**src/verilog/acp_params.svh**
```systemverilog
// Constants shared by both ends of the converter control port
`ifndef ACP_PARAMS_SVH
`define ACP_PARAMS_SVH
`define ACP_CLK_NS          10
`define ACP_CONV_NS         6000
`define ACP_CONV_CYC        ((`ACP_CONV_NS + `ACP_CLK_NS - 1) / `ACP_CLK_NS)
`define ACP_WAKE_MS         3
`define ACP_WAKE_CYC        ((`ACP_WAKE_MS * 1000000) / `ACP_CLK_NS)
`define ACP_NAP_NS          620
`define ACP_NAP_CYC         (`ACP_NAP_NS / `ACP_CLK_NS)
`define ACP_RES_W           12
`define ACP_BYTE_W          8
`define ACP_RESULT_RST      12'h000
`endif

```
**src/verilog/acp_pkg.sv**
```systemverilog
// Types shared by both ends of the converter control port
package acp_pkg;
    // Converter core states, Gray along idle, convert, done
    typedef enum logic [1:0] {
        ACP_IDLE = 2'b00,
        ACP_CONV = 2'b01,
        ACP_DONE = 2'b11
    } acp_state_t;
    // Host access modes
    typedef enum logic [2:0] {
        ACP_M1A  = 3'h0,
        ACP_M1B  = 3'h1,
        ACP_M2   = 3'h2,
        ACP_SLOW = 3'h3,
        ACP_ROM  = 3'h4
    } acp_mode_t;
endpackage

```
**src/verilog/acp_if.sv**
```systemverilog
// Pin-level link between converter and host
`timescale 1ns/100ps
`default_nettype none
interface acp_if;
    logic        cs_n;             // Chip select
    logic        rd_n;             // Read strobe
    logic        convert_start_n;  // Convert start
    logic        high_byte_select; // Byte choice
    logic        sleep_n;          // Sleep request
    logic        nap_n;            // Nap request
    logic        busy_n;           // Conversion running
    logic        reference_ready;  // Awake after sleep
    logic [11:0] data_out;         // Full 12-bit bus
    logic [7:0]  low_data_lines;   // Two-byte bus
    logic        data_oe;          // Bus driven
    modport dev  (input cs_n, rd_n, convert_start_n, high_byte_select, sleep_n, nap_n,
                  output busy_n, reference_ready, data_out, low_data_lines, data_oe);
    modport host (output cs_n, rd_n, convert_start_n, high_byte_select, sleep_n, nap_n,
                  input busy_n, reference_ready, data_out, low_data_lines, data_oe);
endinterface
`default_nettype wire

```
**src/verilog/acp_device.sv**
```systemverilog
// Converter end: start control, busy, read-out and power-down
`timescale 1ns/100ps
`default_nettype none
`include "acp_params.svh"
// Operating notes for the next engineer
// Start path
//   Convert start is sampled every clock and compared with its previous sample
//   Only a high-to-low step while selected counts as a request
//   A level held low never restarts; the host must lift it first
//   Requests while converting, asleep, waking or napping are dropped silently
//   There is no refusal flag, so a host must watch busy to learn the outcome
// Conversion timing
//   The timer loads the full conversion length on the start edge
//   Busy falls on that same edge and rises when the timer expires
//   One idle cycle follows each conversion before a new start is taken
//   The trade: one lost cycle of throughput for a clean restart decision
// Result path
//   The sample input is taken only in the finish cycle
//   The bus shows the held result until then, so slow readers see old data
//   The new word and the busy release change on the same clock edge
//   A host latching on the busy rise therefore always sees the new word
// Byte lanes
//   The byte bus follows the byte select one clock later
//   The upper byte carries four zero bits above the top nibble
//   A host that toggles the select must allow that extra cycle
// Bus enable
//   The enable is a registered copy of select and read both low
//   It only marks when the pins would drive; the data pins never float here
//   Shared-bus users must gate the word with the enable themselves
// Sleep
//   Sleep low drops reference ready on the next clock and blocks all starts at once
//   Releasing sleep loads the wake timer; ready rises when it expires
//   Pulsing sleep again restarts the full wake time
//   Limitation: the wake time is a count of clocks, set by a parameter
// Nap
//   Nap low blocks starts but leaves reference ready alone
//   Leaving nap holds starts off for the nap exit count
//   The exit count is rounded down to whole clocks
//   Tying reference ready to nap gives the deeper sleep saving for free
// Reset
//   The block comes out of reset awake, idle and with the bus enable low
//   Reset values are constants only, so the reset tree stays simple
// Function
// - Falling convert start with select starts conversion
// - Starts ignored while converting
// - Busy low exactly while converting
// - Byte select picks result part
// - Select and read low keep outputs driven
// - Host latches on busy rising edge
// - Host keeps convert start narrow; SLOW and ROM modes hold it low until busy rises
// - Outputs float unless read asserted; here the pins always drive and only the enable marks a read
// - Slow memory: previous result during conversion
// - Result shown then busy rises; here the word and busy release change on the same clock edge
// - ROM: strobe starts and reads previous
// - Host waits for finish in ROM
// - Sleep low blocks conversions
// - Three milliseconds wake after sleep
// - Reference ready rises after wake
// - Nap keeps only reference alive
// - Nap exit within 620 ns
// - Comparator wakes on sleep or ready
// - Conversion timed by own clock
module acp_device #(
    parameter int CONV_CYC = `ACP_CONV_CYC,
    parameter int WAKE_CYC = `ACP_WAKE_CYC,
    parameter int NAP_CYC  = `ACP_NAP_CYC
) (
    input  wire logic        MCLK,
    input  wire logic        ARST_N,
    acp_if.dev               LINK,
    input  wire logic [11:0] SAMPLE,
    output logic             CONVERTING
);
    // Core state and counters
    acp_pkg::acp_state_t state_q, state_d;
    logic [31:0] conv_cnt_q;        // Conversion timer
    logic [31:0] wake_cnt_q;        // Reference wake timer
    logic [31:0] nap_cnt_q;         // Nap exit timer
    logic        cst_q;             // Previous convert start
    logic        sleep_q;           // Previous sleep level
    logic        reference_ready_q;          // Reference ready
    logic        busy_n_q;          // Busy pin
    logic [11:0] result_q;          // Last finished result
    logic        oe_q;              // Bus enable
    logic [11:0] data_q;            // Full bus
    logic [7:0]  low_q;             // Byte bus
    logic        conv_q;            // Converting copy

    // Conversion state test, shared by busy and the status copy
    function automatic logic in_conv(input acp_pkg::acp_state_t s);
        return s == acp_pkg::ACP_CONV;
    endfunction

    // Start decode
    wire fall_cst  = cst_q & ~LINK.convert_start_n;
    wire awake     = LINK.sleep_n & reference_ready_q;
    wire nap_ok    = LINK.nap_n & (nap_cnt_q == 32'h0);
    wire start_ok  = fall_cst & ~LINK.cs_n & awake & nap_ok;
    wire finishing = (state_q == acp_pkg::ACP_CONV) && (conv_cnt_q == 32'h1);
    wire reading   = ~LINK.cs_n & ~LINK.rd_n;

    // Bus word: new sample in the finish cycle, else the held result
    wire [11:0] shown_word = finishing ? SAMPLE : result_q;
    // Byte lane choice; upper byte padded with zeros
    wire [7:0]  shown_byte = LINK.high_byte_select ? {4'h0, shown_word[11:8]} : shown_word[7:0];
    // Converting in the coming cycle
    wire        conv_next  = in_conv(state_d);

    // Next state; only IDLE takes a start, so the state guards against restarts
    always_comb begin
        state_d = state_q;
        unique case (state_q)
            acp_pkg::ACP_IDLE: if (start_ok) state_d = acp_pkg::ACP_CONV;
            acp_pkg::ACP_CONV: if (finishing) state_d = acp_pkg::ACP_DONE;
            acp_pkg::ACP_DONE: state_d = acp_pkg::ACP_IDLE;
            default:           state_d = acp_pkg::ACP_IDLE;
        endcase
    end

    // State, timer and result register
    always_ff @(posedge MCLK or negedge ARST_N) begin
        if (!ARST_N) begin
            state_q    <= acp_pkg::ACP_IDLE;
            conv_cnt_q <= 32'h0;
            cst_q      <= 1'b1;
            result_q   <= `ACP_RESULT_RST;
        end else begin
            state_q <= state_d;
            cst_q   <= LINK.convert_start_n;
            if (state_q == acp_pkg::ACP_IDLE && start_ok)
                conv_cnt_q <= 32'(CONV_CYC);
            else if (conv_cnt_q != 32'h0)
                conv_cnt_q <= conv_cnt_q - 32'h1;
            // New result lands with the busy release
            if (finishing)
                result_q <= SAMPLE;
        end
    end

    // Power-down: wake timer after sleep, nap exit delay
    always_ff @(posedge MCLK or negedge ARST_N) begin
        if (!ARST_N) begin
            sleep_q    <= 1'b1;
            reference_ready_q   <= 1'b1;
            wake_cnt_q <= 32'h0;
            nap_cnt_q  <= 32'h0;
        end else begin
            sleep_q <= LINK.sleep_n;
            if (!LINK.sleep_n) begin
                reference_ready_q   <= 1'b0;
                wake_cnt_q <= 32'h0;
            end else if (!sleep_q) begin
                wake_cnt_q <= 32'(WAKE_CYC);
            end else if (wake_cnt_q > 32'h1) begin
                wake_cnt_q <= wake_cnt_q - 32'h1;
            end else if (wake_cnt_q == 32'h1) begin
                wake_cnt_q <= 32'h0;
                reference_ready_q   <= 1'b1;
            end
            // Comparator power-up delay restarts on each nap
            if (!LINK.nap_n)
                nap_cnt_q <= 32'(NAP_CYC);
            else if (nap_cnt_q != 32'h0)
                nap_cnt_q <= nap_cnt_q - 32'h1;
        end
    end

    // Output pins, all registered
    always_ff @(posedge MCLK or negedge ARST_N) begin
        if (!ARST_N) begin
            busy_n_q <= 1'b1;
            oe_q     <= 1'b0;
            data_q   <= 12'h000;
            low_q    <= 8'h00;
            conv_q   <= 1'b0;
        end else begin
            busy_n_q <= ~conv_next;
            conv_q   <= conv_next;
            oe_q     <= reading;
            // Previous result shown until finish, then the new one
            data_q   <= shown_word;
            low_q    <= shown_byte;
        end
    end

    assign LINK.busy_n          = busy_n_q;
    assign LINK.reference_ready = reference_ready_q;
    assign LINK.data_oe         = oe_q;
    assign LINK.data_out        = data_q;
    assign LINK.low_data_lines  = low_q;
    assign CONVERTING           = conv_q;
endmodule
`default_nettype wire

```
**src/flat_wrapper.sv**
```systemverilog
// flat-port wrapper written by rule: the top's interface ports become plain ports
module acp_device_flat 
#(
    parameter int CONV_CYC = `ACP_CONV_CYC,
    parameter int WAKE_CYC = `ACP_WAKE_CYC,
    parameter int NAP_CYC  = `ACP_NAP_CYC
)
  (MCLK, ARST_N, SAMPLE, CONVERTING, LINK_cs_n, LINK_rd_n, LINK_convert_start_n, LINK_high_byte_select, LINK_sleep_n, LINK_nap_n, LINK_busy_n, LINK_reference_ready, LINK_data_out, LINK_low_data_lines, LINK_data_oe);
  acp_if LINK_i ();
  input  wire logic MCLK;
  input  wire logic ARST_N;
  input  wire logic [11:0] SAMPLE;
  output logic CONVERTING;
  input wire logic [$bits(LINK_i.cs_n)-1:0] LINK_cs_n;
  input wire logic [$bits(LINK_i.rd_n)-1:0] LINK_rd_n;
  input wire logic [$bits(LINK_i.convert_start_n)-1:0] LINK_convert_start_n;
  input wire logic [$bits(LINK_i.high_byte_select)-1:0] LINK_high_byte_select;
  input wire logic [$bits(LINK_i.sleep_n)-1:0] LINK_sleep_n;
  input wire logic [$bits(LINK_i.nap_n)-1:0] LINK_nap_n;
  output wire logic [$bits(LINK_i.busy_n)-1:0] LINK_busy_n;
  output wire logic [$bits(LINK_i.reference_ready)-1:0] LINK_reference_ready;
  output wire logic [$bits(LINK_i.data_out)-1:0] LINK_data_out;
  output wire logic [$bits(LINK_i.low_data_lines)-1:0] LINK_low_data_lines;
  output wire logic [$bits(LINK_i.data_oe)-1:0] LINK_data_oe;
  assign LINK_i.cs_n = LINK_cs_n;
  assign LINK_i.rd_n = LINK_rd_n;
  assign LINK_i.convert_start_n = LINK_convert_start_n;
  assign LINK_i.high_byte_select = LINK_high_byte_select;
  assign LINK_i.sleep_n = LINK_sleep_n;
  assign LINK_i.nap_n = LINK_nap_n;
  assign LINK_busy_n = LINK_i.busy_n;
  assign LINK_reference_ready = LINK_i.reference_ready;
  assign LINK_data_out = LINK_i.data_out;
  assign LINK_low_data_lines = LINK_i.low_data_lines;
  assign LINK_data_oe = LINK_i.data_oe;
  acp_device #(.CONV_CYC(CONV_CYC), .WAKE_CYC(WAKE_CYC), .NAP_CYC(NAP_CYC)) u_core (.MCLK(MCLK), .ARST_N(ARST_N), .LINK(LINK_i), .SAMPLE(SAMPLE), .CONVERTING(CONVERTING));
endmodule
```
**config.mk**
```make
export PLATFORM = sky130hd
export DESIGN_NAME = acp_device_flat
export DESIGN_NICKNAME = d
export VERILOG_FILES = /design/src/verilog/acp_pkg.sv /design/src/verilog/acp_if.sv /design/src/verilog/acp_device.sv /design/src/flat_wrapper.sv
export VERILOG_INCLUDE_DIRS = /design/src /design/src/verilog
export SDC_FILE = /design/constraint.sdc
export NUM_CORES = 1
export LEC_CHECK = 0
export BUFFER_PORTS_ARGS = -buffer_cell sky130_fd_sc_hd__buf_2
export CORE_MARGIN = 1.5
export CORE_UTILIZATION = 61
export CTS_CLUSTER_SIZE = 20
export DETAILED_ROUTE_END_ITERATION = 6
export PLACE_DENSITY = 0.83
export SETUP_SLACK_MARGIN = 0.5
export SYNTH_ARGS = -nofsm -noshare
export SYNTH_HDL_FRONTEND = slang
export SYNTH_SLANG_ARGS = --single-unit
```
**constraint.sdc**
```tcl
create_clock -name MCLK -period 3.5 [get_ports MCLK]
set_clock_uncertainty 0.1 [all_clocks]
set_input_delay 0.525 -clock MCLK [delete_from_list [all_inputs] [get_ports MCLK]]
set_output_delay 0.525 -clock MCLK [all_outputs]
set_load 0.02 [all_outputs]
```
* Yosys cells after proc, flatten, opt, wreduce, memory -nomap -nowiden
Cells that the tools add are included.
** Storage, ports and cells
- Logic and storage cells :: 61
- Flip-flop bits (word level) :: 124
- Input bits :: 20
- Output and inout port bits :: 24
** Cells by class
- Bitwise logic cells :: 11
- $lt $le $gt $ge :: 1
- Mux-type cells :: 17
- Reduce and logical (&&, ||, !) cells :: 8
- Equality and inequality tests :: 9
- Add/sub/neg operators :: 3
** Operators with widths (count)
- $mux 32 :: 8
- $sub 32x1->32 const B :: 3
- $eq 32x1->1 const B :: 2
- $reduce_bool 32->1 :: 2
- $gt 32x1->1 const B :: 1
- $logic_not 32->1 :: 1
- $mux 12 :: 1
- $mux 8 :: 1
- $and 1x1->1 :: 7
- $ne 2x1->1 const B :: 3
- $eq 2x1->1 const B :: 2
- $mux 1 :: 4
- $mux 2 :: 2
- $ne 4x4->1 const B :: 1
- $not 1->1 :: 4
- $pmux 2 s2 :: 1
- $reduce_and 3->1 :: 1
- $logic_and 1x1->1 :: 2
- $logic_not 2->1 :: 1
- $ne 2x2->1 const B :: 1
- $reduce_bool 2->1 :: 1

* Logic depth before layout (Yosys ltp)
Gate-level depths: netlist of run 1.
- Depth in word-level cells :: 9
- Mapped depth :: 8
- Mapped depth without buffers :: 7

* Worst setup path before layout of run 1
OpenSTA, ideal clock, no wires.
- Kind :: input-to-reg
- Start :: input port LINK_convert_start_n
- End :: register u_core.conv_cnt_q[1]
- Required time :: 3254 ps
- Setup time :: 146 ps
- Setup slack :: 907 ps
- Buffers on the path :: 1
- Data arrival time :: 2347 ps
- Stages on the path :: 6
- Cell sequence :: or4b_1 or4_1 or3_1 nor2_1 buf_2 a211oi_1
** Between the ends
- Cells in the longest elaborated chain, start to end :: 7
- Elaborated cells on any way between the ends :: 8
- Classes of those cells :: mux (1); bitwise (5); reduce/logical (2)
** RTL lines
- start, declared :: line flat_wrapper.sv:16 : input wire logic [$bits(LINK_i.convert_start_n)-1:0] LINK_convert_start_n;
- $not 1->1 * :: line acp_device.sv:95 : wire fall_cst = cst_q & ~LINK.convert_start_n;
- $and 1x1->1 * :: line acp_device.sv:95
- $and 1x1->1 * (3 in a row) :: line acp_device.sv:98 : wire start_ok = fall_cst & ~LINK.cs_n & awake & nap_ok;
- $logic_and 1x1->1 * :: line acp_device.sv:130 : if (state_q == acp_pkg::ACP_IDLE && start_ok)
- $mux 32 or $reduce_bool 2->1 (tied branches)
- end signal, assigned :: line acp_device.sv:131 : conv_cnt_q <= 32'(CONV_CYC);
- end signal, assigned :: line acp_device.sv:133 : conv_cnt_q <= conv_cnt_q - 32'h1;
- end, declared :: line acp_device.sv:76 : logic [31:0] conv_cnt_q;
Every way passes the cells marked *; elsewhere a longest branch is shown, timed or not.
A chain may end at the register's enable or synchronous reset.

* Final worst setup path of run 1
- Start :: register u_core.nap_cnt_q[0]
- End :: register u_core.nap_cnt_q[20]
** Between the ends
- Cells in the longest elaborated chain, start to end :: 3
- Elaborated cells on any way between the ends :: 5
- Classes of those cells :: add/sub (1); eq/ne (1); mux (2); reduce/logical (1)
** RTL lines
- start, declared :: line acp_device.sv:78 : logic [31:0] nap_cnt_q;
- start signal, assigned :: line acp_device.sv:162 : nap_cnt_q <= 32'(NAP_CYC);
- start signal, assigned :: line acp_device.sv:164 : nap_cnt_q <= nap_cnt_q - 32'h1;
- $sub 32x1->32 :: line acp_device.sv:164
- $mux 32 :: line acp_device.sv:163 : else if (nap_cnt_q != 32'h0)
- $mux 32 :: line acp_device.sv:161 : if (!LINK.nap_n)
Parallel ways exist; a longest one is shown, timed or not. The select of a mux whose other input is x is not followed.

==> results by group, run 1 <==
Global routing
  • Grt ovf: 0
  • Gr usage total: 28.8%
  • Vias in the first global route: 5,549
  • First-pass GRT wire length: 26.2 mm
  • Largest net degree at the start of global routing: 92
  • Initial antenna violation count: 0

Finish
  • Commonest cells after routing, fill and taps aside: dfrtp_1 (120), a21oi_1 (47), nand2_1 (42), buf_2 (42), nor2_1 (41)
  • Most common cell after layout, fill and taps aside: dfrtp_1
  • Filler cells: 721
  • Share of layout cells above drive strength 1: 18.0%
  • Area added between synthesis and finish: 15.6%
  • Cell Count, Final, Fillers Out: 865
  • NumNets Final: 743
  • Diodes inserted: 0

Clock tree
  • Max Root-Sink Buffers: 2
  • Clock Pin Slew Worst Setup and Hold Paths: 0.06 ns
  • H-tree Lvls: 4
  • TritonCTS clock tree: done
  • Num CTS Buffers: 17
  • Clk_lat worst skew: 0.52 ns
  • Root Buffer: clkbuf_8
  • Clock sinks: 124

Timing
  • Worst-Margin Slew: 0.733 ns
  • Slew Limit Headroom: 50.7%
  • Final setup violation count: 0
  • RSZ-0062 raised after global routing: no
  • Fmax: 360 MHz
  • Period minus WS final: 2.78 ns
  • Fin crit share: 79.3%
  • Endpoints failing hold: 0
  • Setup TNS: 0 ns
  • Max-slew violations: 0

Critical path
  • FF-to-FF Start: u_core.nap_cnt_q[0]
  • Crit end category: register
  • Critical path origin: u_core.nap_cnt_q[0]
  • Worst R2R Path Depth: 7
  • CP required: 3.85 ns
  • Setup crit end: u_core.nap_cnt_q[20]
  • RR Endpoint: u_core.nap_cnt_q[20]
  • Crit-path slowest cell: or3b_2
  • CP peak stage delay: 0.57 ns
  • Max FO, Critical Path: 8
  • Arr. time, crit path: 3.13 ns
  • CP Cell Sequence: inv_1, ha_1, or3b_2, nor4_2, o31ai_2, nor4_1, mux2i_1
  • Startpoint Class: register
  • Reg2Reg Setup Slack: 0.72 ns
  • Worst setup path class: register to register

Routing
  • Drc violations: 0
  • DR iter-0 viols: 455
  • First-pass DRT Iterations: 7
  • Vias per cell: 6.51
  • Wirelength per Cell: 18.0 um
  • Vias: 5,631
  • Final wirelength: 15.6 mm
  • Antenna viol nets, final: 0

Die
  • IO Pins: 44
  • Die W: 107 um
  • Die ar.: 11,400 um^2
  • Core ar.: 10,400 um^2
  • # rows: 37
  • Starting density of the core: 63.3%
  • Die extent in y: 107 um

Logic synthesis
  • Dominant cell type by area after synthesis: dfrtp_1
  • Synthesized area: 6560 um^2
  • Synth top area share: 45.8%
  • Synthesized area per cell: 9.90 um^2
  • Flops & latches, synth: 124
  • Post-synthesis sequential area ratio: 47.4%
  • Mapped Cells: 663
  • Top cells by area, synth: dfrtp_1 (46%), or3_1 (3.8%), a21oi_1 (3.6%)
  • Asr flop ratio synth: 100%
  • Netlist cell types: 59
  • EDFF count, synth: 0
  • Yosys warns: 0
  • Syn Nets: 690
  • Synth Flop Type: dfrtp_1

Place
  • # placed instances: 829
  • Routability cong.: 0.950
  • Port buffer count: 43
  • Hpwl dp: 10.4 mm

Min path
  • Hold Crit Depth: 1
  • HP Class: input pin to register

Power and ir drop
  • Pwr Density: 477 nW/um^2
  • Leakage: 3.05 nW
  • Peak VDD IR: 0.526 mV

Run
  • Max-Cap Viols: 0

Status
  • Status: finished, final reports clean
-- final cells by class --
cell class / instances / area, um^2 / area share, %
clock inverters: 13 / 189 / 2.49
clock buffers: 19 / 432 / 5.69
inverters: 13 / 48.8 / 0.643
flip-flops and latches: 124 / 3110 / 41.0
multi-input cells: 502 / 3290 / 43.4
well taps: 136 / 170 / 2.24
repair buffers: 58 / 348 / 4.58
-- worst max-delay path, delay by kind of cell, from the launching register on --
| family | cells | cell delay (ns) |
|---|---|---|
| AO/OA/AOI/OAI | 1 | 0.29 |
| adder cells (fa/ha/maj) | 1 | 0.18 |
| buffers and inverters | 1 | 0.14 |
| flip-flops | 1 | 0.39 |
| multiplexers | 1 | 0.22 |
| AND/OR/NAND/NOR | 3 | 1.39 |
-- worst min-delay path by stage --
stage / start / end / slack [ns]
CTS: LINK_convert_start_n / u_core.cst_q / 0.004
finish: LINK_sleep_n / u_core.sleep_q / 0.06
floorplan: ARST_N / u_core.CONVERTING / 0.13
global route: LINK_sleep_n / u_core.sleep_q / 0.05
global placement: u_core.conv_cnt_q[4] / u_core.conv_cnt_q[4] / 0.39
detailed placement: ARST_N / u_core.nap_cnt_q[13] / 0.40
-- kinds of logic after synthesis --
kind of cell / after synthesis / share of synthesized area (%)
DFF: 124 / 47.4
adders and majority gates: 7 / 1.33
muxes: 30 / 5.05
xor gates and xnor gates: 21 / 2.80
AOI/OAI and AO/OA: 141 / 13.5
and+or+nand+nor: 303 / 27.4
buffers and inverters: 37 / 2.54
-- through the flow --
step / setup slack [ns] / hold WS (ns) / utilization (%) / instance area [um^2] / power [mW]
CTS: 0.651 / 0.00415 / 72.9 / 7560 / 3.63
detailed placement: 0.656 / 0.404 / 66.8 / 6930 / 1.81
floorplan: 0.907 / 0.129 / - / 6560 / 1.70
finish: 0.723 / 0.0645 / 73.2 / 7590 / 3.62
global route: 0.507 / 0.0481 / 73.2 / 7590 / 3.73
global placement: 0.713 / 0.391 / 66.8 / 6930 / 1.80
-- cell usage after synthesis (8+ instances only) --
| cell | instances |
|---|---|
| a21oi_1 | 47 |
| nor2_1 | 41 |
| xnor2_1 | 12 |
| nand2_1 | 42 |
| mux2i_1 | 14 |
| mux2_2 | 13 |
| or3_1 | 40 |
| or4_1 | 27 |
| nand3_1 | 16 |
| nand2b_1 | 15 |
| inv_1 | 13 |
| o21ai_0 | 32 |
| clkbuf_1 | 13 |
| o31ai_1 | 22 |
| nor4_1 | 26 |
| xor2_1 | 9 |
| o41ai_1 | 8 |
| nand4_1 | 14 |
| nor3_1 | 30 |
| dfrtp_1 | 120 |
-- routing by layer --
metal  up-vias  GRT usage [%]  share of wire (%)
met1      2781           36.3                 41
met3        24           6.93                5.9
met4         0           8.95                1.1
li1       2618              -                  -
met2       208           49.3                 52
met5         -              0                  0
-- sequential cells by signal, summed over array words and instances (netlist names) --
register                     cells
u_core.conv_cnt_q               32
u_core.nap_cnt_q                32
u_core.wake_cnt_q               32
u_core.result_q                 12
u_core.LINK.low_data_lines       8
u_core.state_q                   2
u_core.CONVERTING                1
u_core.LINK.busy_n               1
u_core.LINK.data_oe              1
u_core.LINK.reference_ready      1
u_core.cst_q                     1
u_core.sleep_q                   1
-- power breakdown --
group          total (mW)  internal [mW]  switching [mW]
combinational       0.286          0.107           0.179
clock                1.83           1.18           0.648
sequential           1.51           1.47          0.0338
total                3.62           2.76           0.861
-- what timing repair did --
item | in CTS | in global routing
hold buffers | 1 | 1
resized for setup | 0 | 1
buffers inserted | 0 | 2
hold endpoints to repair | 30 | 1
endpoints found under the setup margin | 0 | 3
Power figures use the tool's default switching activity.
==> run 2: changes to the inputs <==
--- a/config.mk
+++ b/config.mk
@@ -8,10 +8,10 @@
 export LEC_CHECK = 0
 export BUFFER_PORTS_ARGS = -buffer_cell sky130_fd_sc_hd__buf_2
 export CORE_MARGIN = 1.5
-export CORE_UTILIZATION = 61
+export CORE_UTILIZATION = 55
 export CTS_CLUSTER_SIZE = 20
 export DETAILED_ROUTE_END_ITERATION = 6
-export PLACE_DENSITY = 0.83
+export PLACE_DENSITY = 0.79
 export SETUP_SLACK_MARGIN = 0.5
 export SYNTH_ARGS = -nofsm -noshare
 export SYNTH_HDL_FRONTEND = slang
==> constraint.sdc (replaced) <==
create_clock -name MCLK -period 2.4 [get_ports MCLK]
set_clock_uncertainty 0.1 [all_clocks]
set_input_delay 0.36 -clock MCLK [delete_from_list [all_inputs] [get_ports MCLK]]
set_output_delay 0.36 -clock MCLK [all_outputs]
set_load 0.02 [all_outputs]
==> run 2 against run 1 <==
  * The flow now finishes with violations (negative setup slack)
  * Sequential power grew 47%
  * Sequential share of layout area shrank 10 points
  * Count of clock-buffer cells in the layout shrank 1
  * Register-to-register slack lost 0.98 ns
  * First-iteration DRC count grew 120%
  * Via count grew 32%
  * Wire length grew 82%
  * Combinational power grew to 2.6 times the previous value
  * Maximum frequency grew 4.6%
  * Non-clock buffer count grew 149
  * Design area grew 35%
  * Clock power grew 45%
  * Critical path type unchanged
  * Highest routed layer unchanged
==> results by group, run 2 (same netlist as run 1, synthesis figures left out) <==
Finish
  • Share of layout cells above drive strength 1: 51.6%
  • Fin area: 10,200 um^2
  • Commonest cells after routing, fill and taps aside: dfrtp_1 (114), buf_4 (104), buf_6 (43)
  • Diodes inserted: 0
  • Area added between synthesis and finish: 55.6%
  • Largest regs: u_core.conv_cnt_q (32), u_core.nap_cnt_q (32), u_core.wake_cnt_q (32)
  • Core Util, Final: 88.6%
  • NumNets Final: 893
  • Most common cell after layout, fill and taps aside: dfrtp_1

Global routing
  • GR Util met1: 42.8%
  • Initial antenna violation count: 0
  • Gr usage total: 36.1%
  • Met2 Use GR: 61.4%
  • Largest net degree at the start of global routing: 74
  • Grt ovf: 0
  • First-pass GRT wire length: 35.8 mm
  • Met3 Use GR: 8.91%
  • Top Usage Layer GRT: met2
  • Vias in the first global route: 7,012

Die
  • Core ar.: 11,500 um^2
  • Die extent in y: 112 um
  • Die ar.: 12,600 um^2
  • Starting density of the core: 57.0%
  • # rows: 39
  • IO Pins: 44
  • Die W: 112 um

Critical path
  • Arr. time, crit path: 2.86 ns
  • Startpoint Class: register
  • CP required: 2.61 ns
  • Worst R2R Path Depth: 8
  • Crit end category: register
  • Max FO, Critical Path: 5
  • RR Endpoint: u_core.nap_cnt_q[5]
  • FF-to-FF Start: u_core.nap_cnt_q[22]
  • Worst setup path class: register to register
  • Setup crit end: u_core.nap_cnt_q[5]
  • Critical path origin: u_core.nap_cnt_q[22]
  • Reg2Reg Setup Slack: -0.25 ns

Timing
  • Final setup violation count: 88
  • Fmax: 377 MHz
  • Period minus WS final: 2.65 ns
  • Worst-Margin Slew: 0.562 ns
  • RSZ-0062 raised after global routing: yes
  • Slew Limit Headroom: 62.2%
  • Endpoints failing hold: 0
  • Setup ws final: -0.255 ns
  • Max-slew violations: 0
  • Fin crit share: 111%

Min path
  • HP Class: input pin to register
  • Hold Crit Depth: 2

Routing
  • Drc violations: 0
  • DR iter-0 viols: 1,007
  • Antenna viol nets, final: 0
  • Wirelength per Cell: 27.8 um
  • Vias per cell: 7.25
  • First-pass DRT Iterations: 6
  • Final wirelength: 28.4 mm
  • Vias: 7,411

Status
  • Status: finished, violations left
  • Failing checks: negative setup slack

Power and ir drop
  • Switch share: 28.4%
  • Pwr Density: 551 nW/um^2
  • Peak VDD IR: 1.13 mV
  • Clock power frac: 47.4%
  • P_sw: 1.60 mW
  • Total power: 5.63 mW
  • Gate power share: 13.3%
  • Leakage: 4.11 nW
  • Share of power burned in registers: 39.4%
  • Int Pwr: 4.03 mW

Clock tree
  • Clock sinks: 124
  • Num CTS Buffers: 17
  • H-tree Lvls: 4
  • TritonCTS clock tree: done
  • Root Buffer: clkbuf_16
  • Clock Pin Slew Worst Setup and Hold Paths: 0.07 ns
  • Max Root-Sink Buffers: 2
  • Clk_lat worst skew: 0.45 ns

Place
  • Port buffer count: 43
  • Routability cong.: 0.908
  • Hpwl dp: 11.3 mm
  • DP Area: 7690 um^2

Run
  • Max-Cap Viols: 0
run 2: cell types whose count changed in the layout (fill, tap and decap cells not counted), sizes merged:
cell,before,now
inv,15,18
dlygate4sd3,2,4
nand3,17,18
clkinv,5,4
clkbuf,19,20
clkinvlp,2,3
buf,56,201
bufinv,4,2
run 2: worst min-delay path by stage:
stage / to / startpoint
3_3_place_gp: u_core.nap_cnt_q[31] / ARST_N
2_1_floorplan: u_core.CONVERTING / ARST_N
3_5_place_dp: u_core.nap_cnt_q[30] / ARST_N
4_1_cts: u_core.LINK.data_oe / LINK_cs_n
6_report: u_core.LINK.data_oe / LINK_cs_n
5_1_grt: u_core.LINK.data_oe / LINK_cs_n
run 2: critical path, cell delays in order (launching register included):
cell and delay (ns):
dfrtp_1 0.45, nor4_2 0.58, nand2_2 0.31, nor4_4 0.40
buf_4 0.19, buf_12 0.14, buf_8 0.13, or4_4 0.13
nand3_2 0.08
run 2: timing repair:
item	4_1_cts	5_1_grt
gates cloned	8	3
setup buffers	51	24
hold endpoints to repair	123	0
hold buffers	4	0
pin swaps	67	53
resized for setup	159	110
setup endpoints to repair	121	121
run 2: through the flow:
stage	std cells	setup TNS [ns]	hold WS, ns	setup WS, ns
floorplan	663	-0.0260	-0.0356	-0.00718
global placement	900	0	0.107	0.0104
detailed placement	900	-0.283	0.108	-0.0552
CTS	995	-0.0106	0.0313	-0.0106
global route	1022	-12.80	0.0424	-0.269
finish	1022	-12.01	0.0411	-0.255
run 2: routing by layer:
metal / part of all wire (%) / wire (um)
met4: 8.9 / 2540
met2: 48 / 13600
met3: 9.4 / 2660
met5: 0 / 0
met1: 34 / 9570
run 2: layout make-up:
| class | instances | area, um^2 |
|---|---|---|
| clock buffers | 18 | 439 |
| clock inverters | 14 | 160 |
| fillers | 417 | 1310 |
| inverters | 13 | 48.8 |
| multi-input cells | 503 | 4460 |
| flip-flops and latches | 124 | 3120 |
| well taps | 143 | 179 |
| repair buffers | 207 | 1810 |
run 2: power groups by stage:
stage                     Sequential [mW]  Clock, mW  Combinational, mW
after floorplan                      2.25          0              0.251
after global placement               2.22          0              0.433
after detailed placement             2.23          0              0.451
after CTS                            2.19       2.61              0.573
after global routing                 2.21       2.74              0.769
final                                2.22       2.66              0.746
==> run 3: changes to the inputs <==
--- a/config.mk
+++ b/config.mk
@@ -7,6 +7,7 @@
 export NUM_CORES = 1
 export LEC_CHECK = 0
 export BUFFER_PORTS_ARGS = -buffer_cell sky130_fd_sc_hd__buf_2
+export CORE_ASPECT_RATIO = 0.9
 export CORE_MARGIN = 1.5
 export CORE_UTILIZATION = 55
 export CTS_CLUSTER_SIZE = 20
==> run 3 against run 2 <==
  * The flow finishes with violations (design-rule violations, negative setup slack)
  * Combinational power up 1%
  * Via count up 5.3%
  * Count of clock-buffer cells in the layout unchanged
  * First-iteration DRC count is 1.4% higher
  * Largest cell class unchanged
  * Largest power group unchanged
  * Highest routed layer unchanged
==> results by group, run 3 (same netlist as run 1, synthesis figures left out) <==
Status
  • Status: finished, violations left
  • Failing checks: design-rule violations, negative setup slack

Critical path
  • Reg2Reg Setup Slack: -0.23 ns
  • RR Endpoint: u_core.conv_cnt_q[16]
  • Critical path origin: u_core.conv_cnt_q[28]
  • Crit-path slowest cell: dfrtp_1
  • FF-to-FF Start: u_core.conv_cnt_q[28]
  • Arr. time, crit path: 2.87 ns
  • Setup crit end: u_core.conv_cnt_q[16]
  • CP peak stage delay: 0.49 ns
  • Worst R2R Path Depth: 9
  • Startpoint Class: register
  • CP Cell Sequence: nor4_1, buf_4, nand4b_1, buf_4, o211ai_1, buf_4, buf_4, xor2_1, nor2_1
  • Crit-path most repeated cell: buf_4
  • Crit end category: register
  • CP required: 2.63 ns
  • Max FO, Critical Path: 8
  • Worst setup path class: register to register

Place
  • Routability cong.: 0.951
  • Hpwl dp: 11.5 mm
  • Port buffer count: 43

Clock tree
  • Root Buffer: clkbuf_16
  • Clk_lat worst skew: 0.46 ns
  • Clock sinks: 124
  • TritonCTS clock tree: done
  • H-tree Lvls: 4
  • Num CTS Buffers: 17
  • Clock Pin Slew Worst Setup and Hold Paths: 0.06 ns
  • Max Root-Sink Buffers: 2

Routing
  • Final wirelength: 31.0 mm
  • First-pass DRT Iterations: 7
  • Vias: 7,804
  • Antenna viol nets, final: 0
  • Wirelength per Cell: 30.2 um
  • Vias per cell: 7.60
  • Drc violations: 1
  • DR iter-0 viols: 1,021

Min path
  • HP Class: input pin to register
  • Min-delay src: LINK_cs_n

Power and ir drop
  • Switch share: 29.7%
  • Int Pwr: 4.00 mW
  • Gate power share: 13.3%
  • P_sw: 1.69 mW
  • Total power: 5.68 mW
  • Share of power burned in registers: 39.0%
  • Leakage: 4.12 nW
  • Pwr Density: 551 nW/um^2
  • Peak VDD IR: 0.623 mV
  • Clock power frac: 47.7%

Die
  • Core ar.: 11,500 um^2
  • IO Pins: 44
  • Starting density of the core: 56.9%
  • Die W: 118 um
  • Die extent in y: 107 um
  • # rows: 37
  • Die ar.: 12,600 um^2

Finish
  • Core Util, Final: 89.5%
  • Commonest cells after routing, fill and taps aside: dfrtp_1 (118), buf_4 (96), buf_2 (42)
  • Area added between synthesis and finish: 57.2%
  • Share of layout cells above drive strength 1: 51.3%
  • Diodes inserted: 0
  • Filler cells: 403
  • Largest regs: u_core.conv_cnt_q (32), u_core.nap_cnt_q (32), u_core.wake_cnt_q (32)
  • NumNets Final: 885
  • Most common cell after layout, fill and taps aside: dfrtp_1

Timing
  • Worst-Margin Slew: 0.718 ns
  • Fin crit share: 110%
  • Period minus WS final: 2.63 ns
  • Setup ws final: -0.231 ns
  • Endpoints failing hold: 0
  • Final setup violation count: 76
  • Fmax: 380 MHz
  • Slew Limit Headroom: 50.9%
  • RSZ-0062 raised after global routing: yes
  • Max-slew violations: 0

Global routing
  • Grt ovf: 0
  • First-pass GRT wire length: 38.6 mm
  • Vias in the first global route: 7,277
  • Initial antenna violation count: 0
  • Largest net degree at the start of global routing: 51
  • Gr usage total: 39.5%

Run
  • Max-Cap Viols: 0
-- run 3: worst max-delay path: cells and delay by family, from the launching register on --
kind	cells	cell delay (ns)
simple gates	3	0.81
buf+inv	4	0.81
flops	1	0.49
compound gates	1	0.23
xor+xnor	1	0.08
-- run 3: area by class of cell --
| cell class | instances | area (um^2) | share of cell area, % |
|---|---|---|---|
| timing repair buffer | 199 | 1840 | 17.8 |
| clock inverter | 14 | 160 | 1.55 |
| tap | 156 | 195 | 1.89 |
| clock buffer | 18 | 429 | 4.16 |
| inverter | 13 | 48.8 | 0.473 |
| sequential | 124 | 3110 | 30.2 |
| multi-input combinational | 503 | 4530 | 44.0 |
-- run 3: how the worst min path moves through the flow --
stage	endpoint	slack, ns	cells after the start
after floorplan	u_core.CONVERTING	-0.04	0
after global placement	u_core.nap_cnt_q[2]	0.20	1
after detailed placement	u_core.nap_cnt_q[2]	0.20	1
after CTS	u_core.LINK.data_oe	0.006	2
after global routing	u_core.LINK.data_oe	0.01	2
final	u_core.LINK.data_oe	0.02	2
-- run 3: power groups by stage --
stage / Clock [mW] / Sequential (mW) / Combinational (mW)
6_report: 2.71 / 2.22 / 0.756
5_1_grt: 2.78 / 2.22 / 0.787
4_1_cts: 2.59 / 2.20 / 0.599
3_5_place_dp: 0 / 2.23 / 0.449
3_3_place_gp: 0 / 2.23 / 0.429
2_1_floorplan: 0 / 2.25 / 0.251
-- run 3: repair_timing --
item	CTS	global route
buffers inserted	54	15
hold buffers	4	0
pin swaps	49	42
cloned	9	0
setup endpoints to repair	121	121
gates resized for setup	133	127
hold endpoints to repair	28	0
-- run 3: metrics by stage --
| stage | instances | hold slack [ns] | setup slack, ns | setup TNS, ns | instance area, um^2 |
|---|---|---|---|---|---|
| finish | 1027 | 0.0164 | -0.231 | -5.29 | 10300 |
| global route | 1027 | 0.0140 | -0.329 | -9.00 | 10300 |
| CTS | 1012 | 0.00554 | 0.0108 | 0 | 9530 |
| detailed placement | 913 | 0.203 | -0.00743 | -0.00743 | 7710 |
| global placement | 913 | 0.202 | 0.0335 | 0 | 7710 |
| floorplan | 663 | -0.0356 | -0.00718 | -0.0260 | 6850 |
-- run 3: per-layer routing --
metal | global-route usage [%] | wire, um | part of all wire, % | vias to the layer above
li1 | - | - | - | 2919
met1 | 45.7 | 10100 | 33 | 3693
met2 | 66.5 | 14200 | 46 | 845
met3 | 9.84 | 3670 | 12 | 347
met4 | 24.4 | 3080 | 9.9 | 0
met5 | 0 | 0 | 0 | -
